--- src/bmrs_defs.svh ---
`ifndef BMRS_DEFS_SVH
`define BMRS_DEFS_SVH

// Time base
`define BMRS_CLK_KHZ 100000

// Qualification time of every low-battery flag
`define BMRS_LB_TIMEOUT_MS 150
`define BMRS_LB_CYC (`BMRS_LB_TIMEOUT_MS * `BMRS_CLK_KHZ)

// Supply reset timeout (150 or 1200 ms options)
`define BMRS_RST_TIMEOUT_MS 150
`define BMRS_RST_CYC (`BMRS_RST_TIMEOUT_MS * `BMRS_CLK_KHZ)

// Manual reset pulse length
`define BMRS_MR_TIMEOUT_MS 150
`define BMRS_MR_CYC (`BMRS_MR_TIMEOUT_MS * `BMRS_CLK_KHZ)

// Manual reset rising debounce period
`define BMRS_DEB_TIMEOUT_MS 150
`define BMRS_DEB_CYC (`BMRS_DEB_TIMEOUT_MS * `BMRS_CLK_KHZ)

// Synchroniser bit positions and reset values
`define BMRS_SYN_LOW 0
`define BMRS_SYN_HIGH 1
`define BMRS_SYN_SUPPLY 2
`define BMRS_SYN_MR 3
`define BMRS_SYN_RST 4'h8

`endif

--- src/bmrs_pkg.sv ---
package bmrs_pkg;

  // Supply supervisor states
  typedef enum logic [2:0] {
    RS_LOW  = 3'h1,
    RS_WAIT = 3'h2,
    RS_OK   = 3'h4
  } bmrs_rs_state_t;

  // Output enables of the open-drain battery flags
  typedef struct packed {
    logic low_battery;
    logic battery_weak;
    logic battery_empty;
  } bmrs_flags_t;

  // Synchronised comparator results
  typedef struct packed {
    logic mr_n;
    logic supply_ok;
    logic high_above;
    logic low_above;
  } bmrs_cmp_t;

endpackage

--- src/bmrs_top.sv ---
`timescale 1ns/1ps
`include "bmrs_defs.svh"

module bmrs_top #(
  parameter bit DUAL_FLAG = 1'h0,
  parameter bit PUSH_PULL = 1'h0,
  parameter int LB_CYC = `BMRS_LB_CYC,
  parameter int RST_CYC = `BMRS_RST_CYC,
  parameter int MR_CYC = `BMRS_MR_CYC,
  parameter int DEB_CYC = `BMRS_DEB_CYC
) (
  input wire logic sys_clk_in,
  input wire logic rst_in,
  input wire logic low_thr_above_in,
  input wire logic high_thr_above_in,
  input wire logic supply_ok_in,
  input wire logic manual_reset_n_in,
  output bmrs_pkg::bmrs_flags_t flag_oe_out,
  output logic flag_level_out,
  output logic processor_reset_n_out,
  output logic processor_reset_oe_out
);
  import bmrs_pkg::*;

  localparam int LBW = $clog2(LB_CYC + 1);
  localparam int RSW = $clog2(RST_CYC + 1);
  localparam int MRW = $clog2(MR_CYC + 1);
  localparam int DBW = $clog2(DEB_CYC + 1);
  localparam logic [3:0] SYN_RST = `BMRS_SYN_RST;

  ////////////////////////////////////////////////////////////////////////////
  // Input synchronisers

  logic [3:0] raw_w;
  logic [3:0] sync1_q;
  logic [3:0] sync2_q;
  bmrs_cmp_t cmp_w;

  assign raw_w[`BMRS_SYN_LOW] = low_thr_above_in;
  assign raw_w[`BMRS_SYN_HIGH] = high_thr_above_in;
  assign raw_w[`BMRS_SYN_SUPPLY] = supply_ok_in;
  assign raw_w[`BMRS_SYN_MR] = manual_reset_n_in;
  assign cmp_w = sync2_q;

  // Two flops per input; manual reset idles high
  for (genvar i = 0; i < 4; i++) begin : g_sync
    always_ff @(posedge sys_clk_in or posedge rst_in) begin
      if (rst_in) begin
        sync1_q[i] <= SYN_RST[i];
        sync2_q[i] <= SYN_RST[i];
      end else begin
        sync1_q[i] <= raw_w[i];
        sync2_q[i] <= sync1_q[i];
      end
    end
  end

  ////////////////////////////////////////////////////////////////////////////
  // Battery flag qualification (channel 0: combined or empty, 1: weak)

  logic [1:0] set_w;
  logic [1:0] qual_w;
  logic [1:0] flag_q;
  logic [LBW-1:0] cnt_q [2];

  // Single variant: low input sets, high input qualifies the release
  assign set_w[0] = ~cmp_w.low_above;
  assign qual_w[0] = DUAL_FLAG ? cmp_w.low_above : cmp_w.high_above;
  assign set_w[1] = DUAL_FLAG & ~cmp_w.high_above;
  // Weak timer waits for the empty flag so releases come in order
  assign qual_w[1] = DUAL_FLAG & cmp_w.high_above & ~flag_q[0];

  for (genvar c = 0; c < 2; c++) begin : g_chan
    logic done_w;
    assign done_w = qual_w[c] && (cnt_q[c] == LBW'(LB_CYC - 1));

    // Set wins over release; any drop clears the count
    always_ff @(posedge sys_clk_in or posedge rst_in) begin
      if (rst_in) begin
        flag_q[c] <= 1'h1;
        cnt_q[c] <= '0;
      end else if (set_w[c] || !flag_q[c]) begin
        flag_q[c] <= set_w[c];
        cnt_q[c] <= '0;
      end else if (!qual_w[c]) begin
        cnt_q[c] <= '0;
      end else if (done_w) begin
        flag_q[c] <= 1'h0;
        cnt_q[c] <= '0;
      end else begin
        cnt_q[c] <= cnt_q[c] + LBW'(1);
      end
    end
  end

  // Open-drain flags: only the enable moves, the level stays low
  assign flag_oe_out.low_battery = ~DUAL_FLAG & flag_q[0];
  assign flag_oe_out.battery_empty = DUAL_FLAG & flag_q[0];
  assign flag_oe_out.battery_weak = DUAL_FLAG & flag_q[1];

  logic level_q;
  always_ff @(posedge sys_clk_in or posedge rst_in) begin
    if (rst_in) begin
      level_q <= 1'h0;
    end else begin
      level_q <= 1'h0;
    end
  end
  assign flag_level_out = level_q;

  ////////////////////////////////////////////////////////////////////////////
  // Supply supervisor, no state shared with battery timers

  bmrs_rs_state_t rs_q;
  bmrs_rs_state_t rs_d;
  logic [RSW-1:0] rs_cnt_q;
  logic [RSW-1:0] rs_cnt_d;
  logic rs_done_w;

  assign rs_done_w = (rs_cnt_q == RSW'(RST_CYC - 1));

  // Next state of the supply reset timer
  always_comb begin
    rs_d = rs_q;
    rs_cnt_d = '0;
    unique case (rs_q)
      RS_LOW: begin
        if (cmp_w.supply_ok) begin
          rs_d = RS_WAIT;
        end
      end
      RS_WAIT: begin
        if (!cmp_w.supply_ok) begin
          rs_d = RS_LOW;
        end else if (rs_done_w) begin
          rs_d = RS_OK;
        end else begin
          rs_cnt_d = rs_cnt_q + RSW'(1);
        end
      end
      RS_OK: begin
        if (!cmp_w.supply_ok) begin
          rs_d = RS_LOW;
        end
      end
      default: begin
        rs_d = RS_LOW;
      end
    endcase
  end

  always_ff @(posedge sys_clk_in or posedge rst_in) begin
    if (rst_in) begin
      rs_q <= RS_LOW;
      rs_cnt_q <= '0;
    end else begin
      rs_q <= rs_d;
      rs_cnt_q <= rs_cnt_d;
    end
  end

  ////////////////////////////////////////////////////////////////////////////
  // Manual reset one-shot and rising-edge debounce

  logic mr_prev_q;
  logic [MRW-1:0] mr_cnt_q;
  logic [DBW-1:0] lock_q;
  logic mr_fire_w;
  logic locked_w;

  assign locked_w = (lock_q != '0);
  // Edge-triggered: a held-low input fires once only
  assign mr_fire_w = mr_prev_q & ~cmp_w.mr_n & ~locked_w;

  // Lockout holds while pressed, then counts out after release
  always_ff @(posedge sys_clk_in or posedge rst_in) begin
    if (rst_in) begin
      mr_prev_q <= 1'h1;
      mr_cnt_q <= '0;
      lock_q <= '0;
    end else begin
      mr_prev_q <= cmp_w.mr_n;
      if (mr_fire_w) begin
        mr_cnt_q <= MRW'(MR_CYC);
      end else if (mr_cnt_q != '0) begin
        mr_cnt_q <= mr_cnt_q - MRW'(1);
      end
      if (mr_fire_w || (locked_w && !cmp_w.mr_n)) begin
        lock_q <= DBW'(DEB_CYC);
      end else if (locked_w) begin
        lock_q <= lock_q - DBW'(1);
      end
    end
  end

  ////////////////////////////////////////////////////////////////////////////
  // Reset output stage

  logic rst_assert_w;
  logic rst_n_q;
  logic rst_oe_q;

  assign rst_assert_w = (rs_q != RS_OK) || (mr_cnt_q != '0);

  // Push-pull drives both levels; open-drain only pulls low
  always_ff @(posedge sys_clk_in or posedge rst_in) begin
    if (rst_in) begin
      rst_n_q <= 1'h0;
      rst_oe_q <= 1'h1;
    end else begin
      rst_n_q <= PUSH_PULL ? ~rst_assert_w : 1'h0;
      rst_oe_q <= PUSH_PULL ? 1'h1 : rst_assert_w;
    end
  end
  assign processor_reset_n_out = rst_n_q;
  assign processor_reset_oe_out = rst_oe_q;

  ////////////////////////////////////////////////////////////////////////////
  // Assertions

  logic pin_low_w;
  assign pin_low_w = rst_oe_q && !rst_n_q;

  property p_single_set;
    @(posedge sys_clk_in) disable iff (rst_in)
    !DUAL_FLAG && !cmp_w.low_above |=> flag_oe_out.low_battery;
  endproperty
  a_single_set: assert property (p_single_set)
    else $error("combined flag not set on low input");

  property p_single_release;
    @(posedge sys_clk_in) disable iff (rst_in)
    !DUAL_FLAG && $fell(flag_q[0]) |->
      $past(cmp_w.high_above) && $past(cnt_q[0]) == LBW'(LB_CYC - 1);
  endproperty
  a_single_release: assert property (p_single_release)
    else $error("combined flag released early");

  property p_weak_set;
    @(posedge sys_clk_in) disable iff (rst_in)
    DUAL_FLAG && !cmp_w.high_above |=> flag_oe_out.battery_weak;
  endproperty
  a_weak_set: assert property (p_weak_set)
    else $error("weak flag not set");

  property p_weak_release;
    @(posedge sys_clk_in) disable iff (rst_in)
    DUAL_FLAG && $fell(flag_q[1]) |->
      $past(qual_w[1]) && $past(cnt_q[1]) == LBW'(LB_CYC - 1);
  endproperty
  a_weak_release: assert property (p_weak_release)
    else $error("weak flag released early");

  property p_empty_set;
    @(posedge sys_clk_in) disable iff (rst_in)
    DUAL_FLAG && !cmp_w.low_above |=> flag_oe_out.battery_empty;
  endproperty
  a_empty_set: assert property (p_empty_set)
    else $error("empty flag not set");

  property p_empty_release;
    @(posedge sys_clk_in) disable iff (rst_in)
    DUAL_FLAG && $fell(flag_q[0]) |->
      $past(cmp_w.low_above) && $past(cnt_q[0]) == LBW'(LB_CYC - 1);
  endproperty
  a_empty_release: assert property (p_empty_release)
    else $error("empty flag released early");

  property p_order;
    @(posedge sys_clk_in) disable iff (rst_in)
    DUAL_FLAG && flag_q[0] |=> cnt_q[1] == '0;
  endproperty
  a_order: assert property (p_order)
    else $error("weak timer ran while empty flag set");

  property p_supply_low;
    @(posedge sys_clk_in) disable iff (rst_in)
    !cmp_w.supply_ok |=> ##1 pin_low_w;
  endproperty
  a_supply_low: assert property (p_supply_low)
    else $error("reset not driven low on low supply");

  property p_timeout;
    @(posedge sys_clk_in) disable iff (rst_in)
    $rose(rs_q == RS_OK) |-> $past(rs_cnt_q) == RSW'(RST_CYC - 1);
  endproperty
  a_timeout: assert property (p_timeout)
    else $error("supply reset timeout too short");

  property p_restart;
    @(posedge sys_clk_in) disable iff (rst_in)
    !cmp_w.supply_ok |=> rs_cnt_q == '0 && rs_q == RS_LOW;
  endproperty
  a_restart: assert property (p_restart)
    else $error("supply timeout not restarted");

  property p_mr_pulse;
    @(posedge sys_clk_in) disable iff (rst_in)
    mr_fire_w |=> mr_cnt_q == MRW'(MR_CYC) ##1 pin_low_w;
  endproperty
  a_mr_pulse: assert property (p_mr_pulse)
    else $error("manual reset pulse missing");

  property p_debounce;
    @(posedge sys_clk_in) disable iff (rst_in)
    locked_w && !cmp_w.mr_n |=>
      lock_q == DBW'(DEB_CYC) && mr_cnt_q != MRW'(MR_CYC);
  endproperty
  a_debounce: assert property (p_debounce)
    else $error("manual reset accepted during debounce");

  property p_qual_clear;
    @(posedge sys_clk_in) disable iff (rst_in)
    !qual_w[0] |=> cnt_q[0] == '0;
  endproperty
  a_qual_clear: assert property (p_qual_clear)
    else $error("qualification count kept after drop");

  property p_drive;
    @(posedge sys_clk_in) disable iff (rst_in)
    !level_q && (PUSH_PULL ? rst_oe_q : !rst_n_q);
  endproperty
  a_drive: assert property (p_drive)
    else $error("output drive form wrong");

  c_flag_release: cover property (@(posedge sys_clk_in) disable iff (rst_in)
    $fell(flag_q[0]));
  c_reset_release: cover property (@(posedge sys_clk_in) disable iff (rst_in)
    $rose(rs_q == RS_OK));
  c_mr_fire: cover property (@(posedge sys_clk_in) disable iff (rst_in)
    mr_fire_w);
  c_weak_release: cover property (@(posedge sys_clk_in) disable iff (rst_in)
    $fell(flag_q[1]));

endmodule // bmrs_top

--- config.mk ---
export PLATFORM = sky130hd
export DESIGN_NAME = bmrs_top
export DESIGN_NICKNAME = d
export VERILOG_FILES = /design/src/bmrs_pkg.sv /design/src/bmrs_top.sv
export VERILOG_INCLUDE_DIRS = /design/src /design/src/src
export SDC_FILE = /design/constraint.sdc
export NUM_CORES = 1
export LEC_CHECK = 0
export BUFFER_PORTS_ARGS = -buffer_cell sky130_fd_sc_hd__buf_4
export CELL_PAD_IN_SITES_DETAIL_PLACEMENT = 0
export CELL_PAD_IN_SITES_GLOBAL_PLACEMENT = 2
export CORE_MARGIN = 1
export CORE_UTILIZATION = 45
export CTS_BUF_LIST = sky130_fd_sc_hd__clkbuf_4
export DETAILED_ROUTE_END_ITERATION = 8
export PLACE_DENSITY = 0.84
export RECOVER_POWER = 100
export SLEW_MARGIN = 20
export SYNTH_ARGS = -nofsm -noshare
export SYNTH_HDL_FRONTEND = slang
export SYNTH_SLANG_ARGS = --single-unit
--- constraint.sdc ---
create_clock -name sys_clk_in -period 6.45 [get_ports sys_clk_in]
set_clock_uncertainty 0.2 [all_clocks]
set_input_delay 0.9675 -clock sys_clk_in [delete_from_list [all_inputs] [get_ports sys_clk_in]]
set_output_delay 0.9675 -clock sys_clk_in [all_outputs]
set_load 0.05 [all_outputs]
==> PnR_summary.wiki <==
{| class="wikitable"
! Metric !! Value
|-
| Mapped cell area || roughly 5500 µm²
|-
| Post-CTS Setup Repair Bufs || 0
|-
| Maximum net fanout on the critical path || 12
|-
| Multi-input logic area || approximately 2600 µm²
|-
| Synthesis-stage register bit count || 110
|-
| Boundary pin count || 12
|-
| Clock tree from TritonCTS || built
|-
| Count of standard-cell rows || 40
|-
| Effective utilization at floorplan || a little under half
|-
| Number of filler instances in the final layout || 1163
|-
| Biggest area contributors in the synthesized netlist || sky130_fd_sc_hd__dfrtp_1 47%, sky130_fd_sc_hd__nor2_1 6.0%, sky130_fd_sc_hd__xor2_1 5.5%, sky130_fd_sc_hd__xnor2_1 4.6%, sky130_fd_sc_hd__nand2_1 3.2%
|-
| Total Die Area || between 10000 and 15000 µm²
|-
| Prevailing post-synth register cell || sky130_fd_sc_hd__dfrtp_1
|-
| Clock tree buffer depth || 2
|-
| Total negative slack for setup checks || 0 ns
|-
| Register area share after synthesis || 49.90%
|-
| Layout area overhead || 5.564%
|-
| Top cell type by total area after synthesis || sky130_fd_sc_hd__dfrtp_1
|-
| Combined global-route utilization of all metal layers || a little under a fifth
|-
| Required time reported for the critical path endpoint || roughly 6.6 ns
|-
| Chip Height || between 100 and 150 µm
|-
| Setup-violating endpoint count in the final report || 0
|-
| Clock root cell || sky130_fd_sc_hd__clkbuf_4
|-
| # resized after CTS || 0
|-
| Total via count after detailed routing || just over 4000
|-
| Clock network fraction of design power || a little under a third
|-
| Total length of routed met3 wires || ~300 µm
|-
| Post-DR vias/cell || about 5.5
|-
| Reg power frac || between 50% and 60%
|-
| Tightest Pin Transition || 2.003 ns
|-
| Post-Synthesis Mean Instance Area || 9.570 µm²
|-
| DRC || 0
|-
| Synth cell types || just over 50
|-
| Min-Delay Path Class || flop to flop
|-
| Power density over cell area || between 200 and 250 nW/µm²
|-
| Fin. max-slew vios || 57
|-
| Pre-antenna DRT Iters || 4
|-
| Number of maximum-capacitance violations || 2
|-
| Combinational power share || between 10% and 20%
|-
| Num CTS Buffers || 9
|-
| Vias in the first global route || just under 4000
|-
| Floorplan Core Area || approximately 12000 µm²
|-
| Sink Count || 110
|-
| Critical Path Sink Type || flop
|-
| Number of hold violations in the final report || 0
|-
| Maximum clock rate || 277.1 MHz
|-
| Top routing layer in use || met4
|-
| Failing checks || capacitance limit, slew limit
|-
| Pin count of the biggest net entering global routing || 66
|-
| Insertion delay to the later sink of the worst-skew pair || 0.47 ns
|-
| Width of the die || approximately 110 µm
|-
| Max rail drop VDD || roughly 0.11 mV
|-
| Area fraction of the dominant cell type after synthesis || 47.05%
|-
| Hold Path Cell Cnt || 0
|-
| Sort of element at the start of the critical path || flop
|-
| Number of H-tree levels || 3
|-
| Clock transition time at the flip-flop clock pins of the worst setup and hold paths || ~0.16 ns
|-
| Estimated wirelength of the detail-placed design || around 7.3 mm
|-
| Detailed route wirelength on metal2 || 4.970 mm
|-
| Number of enable-type register cells in the synthesized netlist || 0
|-
| Length in cells of the worst reg-to-reg path || 5
|-
| Diode insertion count for antenna repair || 0
|-
| Reported net switching power || 0.4003 mW
|-
| Wire length of the first global-routing pass || about 19 mm
|-
| Congestion Overflow GR || 0
|-
| Number of buffers inserted by port buffering || 7
|-
| Number of hold buffers added after cts || 0
|-
| Share of the clock period used by the worst path || 55.94%
|-
| NumNets Final || 592
|-
| Minimum period implied by the final worst setup slack || about 3.6 ns
|-
| Drt wl/cell || between 10 and 15 µm
|-
| Fraction of layout cells with a size suffix above 1 || around 5.6%
|-
| Outcome || complete, but fails checks
|-
| Share of total power consumed by net switching || 28.18%
|-
| Number of DRC markers in iteration 0 || 185
|-
| Number of antenna violations at the first check in global routing || 0
|-
| Aggregate routed wire length || around 11 mm
|-
| Leakage component of the power || around 2.3 nW
|-
| Final RePlAce weighted congestion || 0.8095
|-
| Cell count after synthesis || roughly 580
|-
| Combined flip-flop and latch cell area || around 2800 µm²
|-
| Asr flop ratio synth || 100.0%
|-
| Yosys warning count || 0
|-
| Data arrival time of the critical path || 3.77 ns
|-
| End-of-flow core utilization || 48.61%
|-
| RSZ-0062 raised after global routing || no
|-
| Path type of the worst setup path || flop to flop
|-
| Remaining antenna violation count after routing || 0
|-
| Internal power contribution || around 1 mW
|-
| Relative slew slack || -34.28%
|-
| Total routed wire length on the met1 layer || 5.469 mm
|}
[cells in the final DEF, fill, tap and decap left out, types with 5 or more instances in the layout]
master and count:
sky130_fd_sc_hd__or3_1 9, sky130_fd_sc_hd__nand2_1 47, sky130_fd_sc_hd__a21oi_1 13, sky130_fd_sc_hd__nor3_1 23, sky130_fd_sc_hd__mux2i_1 5, sky130_fd_sc_hd__xor2_1 35
sky130_fd_sc_hd__ha_1 6, sky130_fd_sc_hd__o21ai_0 20, sky130_fd_sc_hd__and3_1 10, sky130_fd_sc_hd__o211ai_1 6, sky130_fd_sc_hd__or4_1 9, sky130_fd_sc_hd__nand4_1 22
sky130_fd_sc_hd__xnor2_1 29, sky130_fd_sc_hd__and4_1 6, sky130_fd_sc_hd__nor2b_1 6, sky130_fd_sc_hd__nor2_1 89, sky130_fd_sc_hd__dfrtp_1 104, sky130_fd_sc_hd__nor4_1 17
sky130_fd_sc_hd__inv_1 12, sky130_fd_sc_hd__nand3_1 28, sky130_fd_sc_hd__and2_1 5, sky130_fd_sc_hd__clkbuf_4 16, sky130_fd_sc_hd__dfstp_2 5, sky130_fd_sc_hd__nand2b_1 8
[cells by family (layout without fill, tap and decap cells)]
| logic type | after synthesis | after routing | share of synthesized area [%] |
|---|---|---|---|
| and+or+nand+nor | 299 | 299 | 28.18 |
| DFF | 110 | 110 | 49.90 |
| xor gates and xnor gates | 64 | 64 | 10.13 |
| AOI/OAI and AO/OA | 59 | 59 | 6.718 |
| buffers and inverters | 34 | 38 | 2.737 |
| adders and majority gates | 6 | 6 | 1.357 |
| muxes | 5 | 5 | 0.9048 |
| other | 1 | 4 | 0.06779 |
[area by class of cell]
cell class | instances | area share [%]
inverters | 13 | 0.8571
clock inverters | 5 | 1.821
well taps | 147 | 3.150
repair buffers | 9 | 0.9642
multi-input cells | 437 | 44.53
clock buffers | 11 | 1.414
flip-flops and latches | 110 | 47.27
[cells in the mapped netlist (2+ instances only)]
cell type and instances:
sky130_fd_sc_hd__or4bb_1 2, sky130_fd_sc_hd__or4_4 3, sky130_fd_sc_hd__or4_1 7, sky130_fd_sc_hd__or2_2 4, sky130_fd_sc_hd__xor2_1 35, sky130_fd_sc_hd__nor4b_1 4, sky130_fd_sc_hd__and4_1 6, sky130_fd_sc_hd__a31oi_1 3
sky130_fd_sc_hd__dfrtp_1 104, sky130_fd_sc_hd__nand2b_1 8, sky130_fd_sc_hd__nand2_1 47, sky130_fd_sc_hd__inv_1 13, sky130_fd_sc_hd__o211ai_1 6, sky130_fd_sc_hd__and3_1 10, sky130_fd_sc_hd__nor4_2 3, sky130_fd_sc_hd__or3_1 9
sky130_fd_sc_hd__nor4_1 14, sky130_fd_sc_hd__nor3b_1 2, sky130_fd_sc_hd__nor3_1 23, sky130_fd_sc_hd__nand4b_1 2, sky130_fd_sc_hd__ha_1 6, sky130_fd_sc_hd__nand3_1 28, sky130_fd_sc_hd__a21oi_1 13, sky130_fd_sc_hd__o31ai_1 3
sky130_fd_sc_hd__and2_1 5, sky130_fd_sc_hd__a21boi_0 3, sky130_fd_sc_hd__o21ai_0 20, sky130_fd_sc_hd__nand4_1 22, sky130_fd_sc_hd__nor2b_1 6, sky130_fd_sc_hd__mux2i_1 5, sky130_fd_sc_hd__nor2_1 89, sky130_fd_sc_hd__and2_0 2
sky130_fd_sc_hd__dfstp_2 6, sky130_fd_sc_hd__o41ai_1 3, sky130_fd_sc_hd__xnor2_1 29, sky130_fd_sc_hd__buf_4 4, sky130_fd_sc_hd__clkbuf_1 15
[worst paths after layout]
kind | endpoint | start | slack (ns)
min in group asynchronous | rs_cnt_q[22] | rst_in | 0.80
max in group asynchronous | lock_q[6] | rst_in | 3.69
worst min-delay path | cmp_w[0] | sync1_q[0] | 0.17
worst max-delay path | mr_cnt_q[17] | lock_q[11] | 2.84
worst max register to register | mr_cnt_q[17] | lock_q[11] | 2.84
worst min register to register | cmp_w[0] | sync1_q[0] | 0.17
[metrics by stage]
step                      setup WS, ns  total power, mW  cells  cell area (µm²)  hold WS, ns
after floorplan                  2.390           0.9528    581             5543       0.1312
after global placement           3.588            1.003    716             5694       0.1331
after detailed placement         3.513            1.006    716             5694       0.1356
after CTS                        3.475            1.446    732             5883       0.1693
after global routing             2.599            1.507    732             5839       0.1807
final                            2.842            1.420    732             5839       0.1700
[registers in the layout, summed over array words and instances, names as in the netlist]
name and count:
cmp_w 4, cnt_q 24, flag_oe_out 1, lock_q 24, mr_cnt_q 24, mr_prev_q 1, processor_reset_oe_out 1, rs_cnt_q 24
rs_q 3, sync1_q 4
[power groups by stage]
stage | registers (mW) | logic [mW] | clock network [mW]
final | 0.803 | 0.189 | 0.429
after global routing | 0.813 | 0.219 | 0.476
after CTS | 0.802 | 0.192 | 0.452
after detailed placement | 0.814 | 0.192 | 0
after global placement | 0.814 | 0.189 | 0
after floorplan | 0.793 | 0.159 | 0
[per-layer routing]
layer / track usage, % / up-vias
li1: - / 2030
met1: 24.90 / 1978
met2: 29.71 / 45
met3: 4.981 / 7
met4: 5.088 / 0
met5: 0 / -
[critical path, cell delays in order (launching register included)]
cell	delay (ns)
sky130_fd_sc_hd__dfrtp_1	0.45
sky130_fd_sc_hd__or4_1	0.59
sky130_fd_sc_hd__or4_1	0.62
sky130_fd_sc_hd__nor4_1	1.34
sky130_fd_sc_hd__or4_1	0.24
sky130_fd_sc_hd__nand2_1	0.06
(Power assumes the default switching activity.)
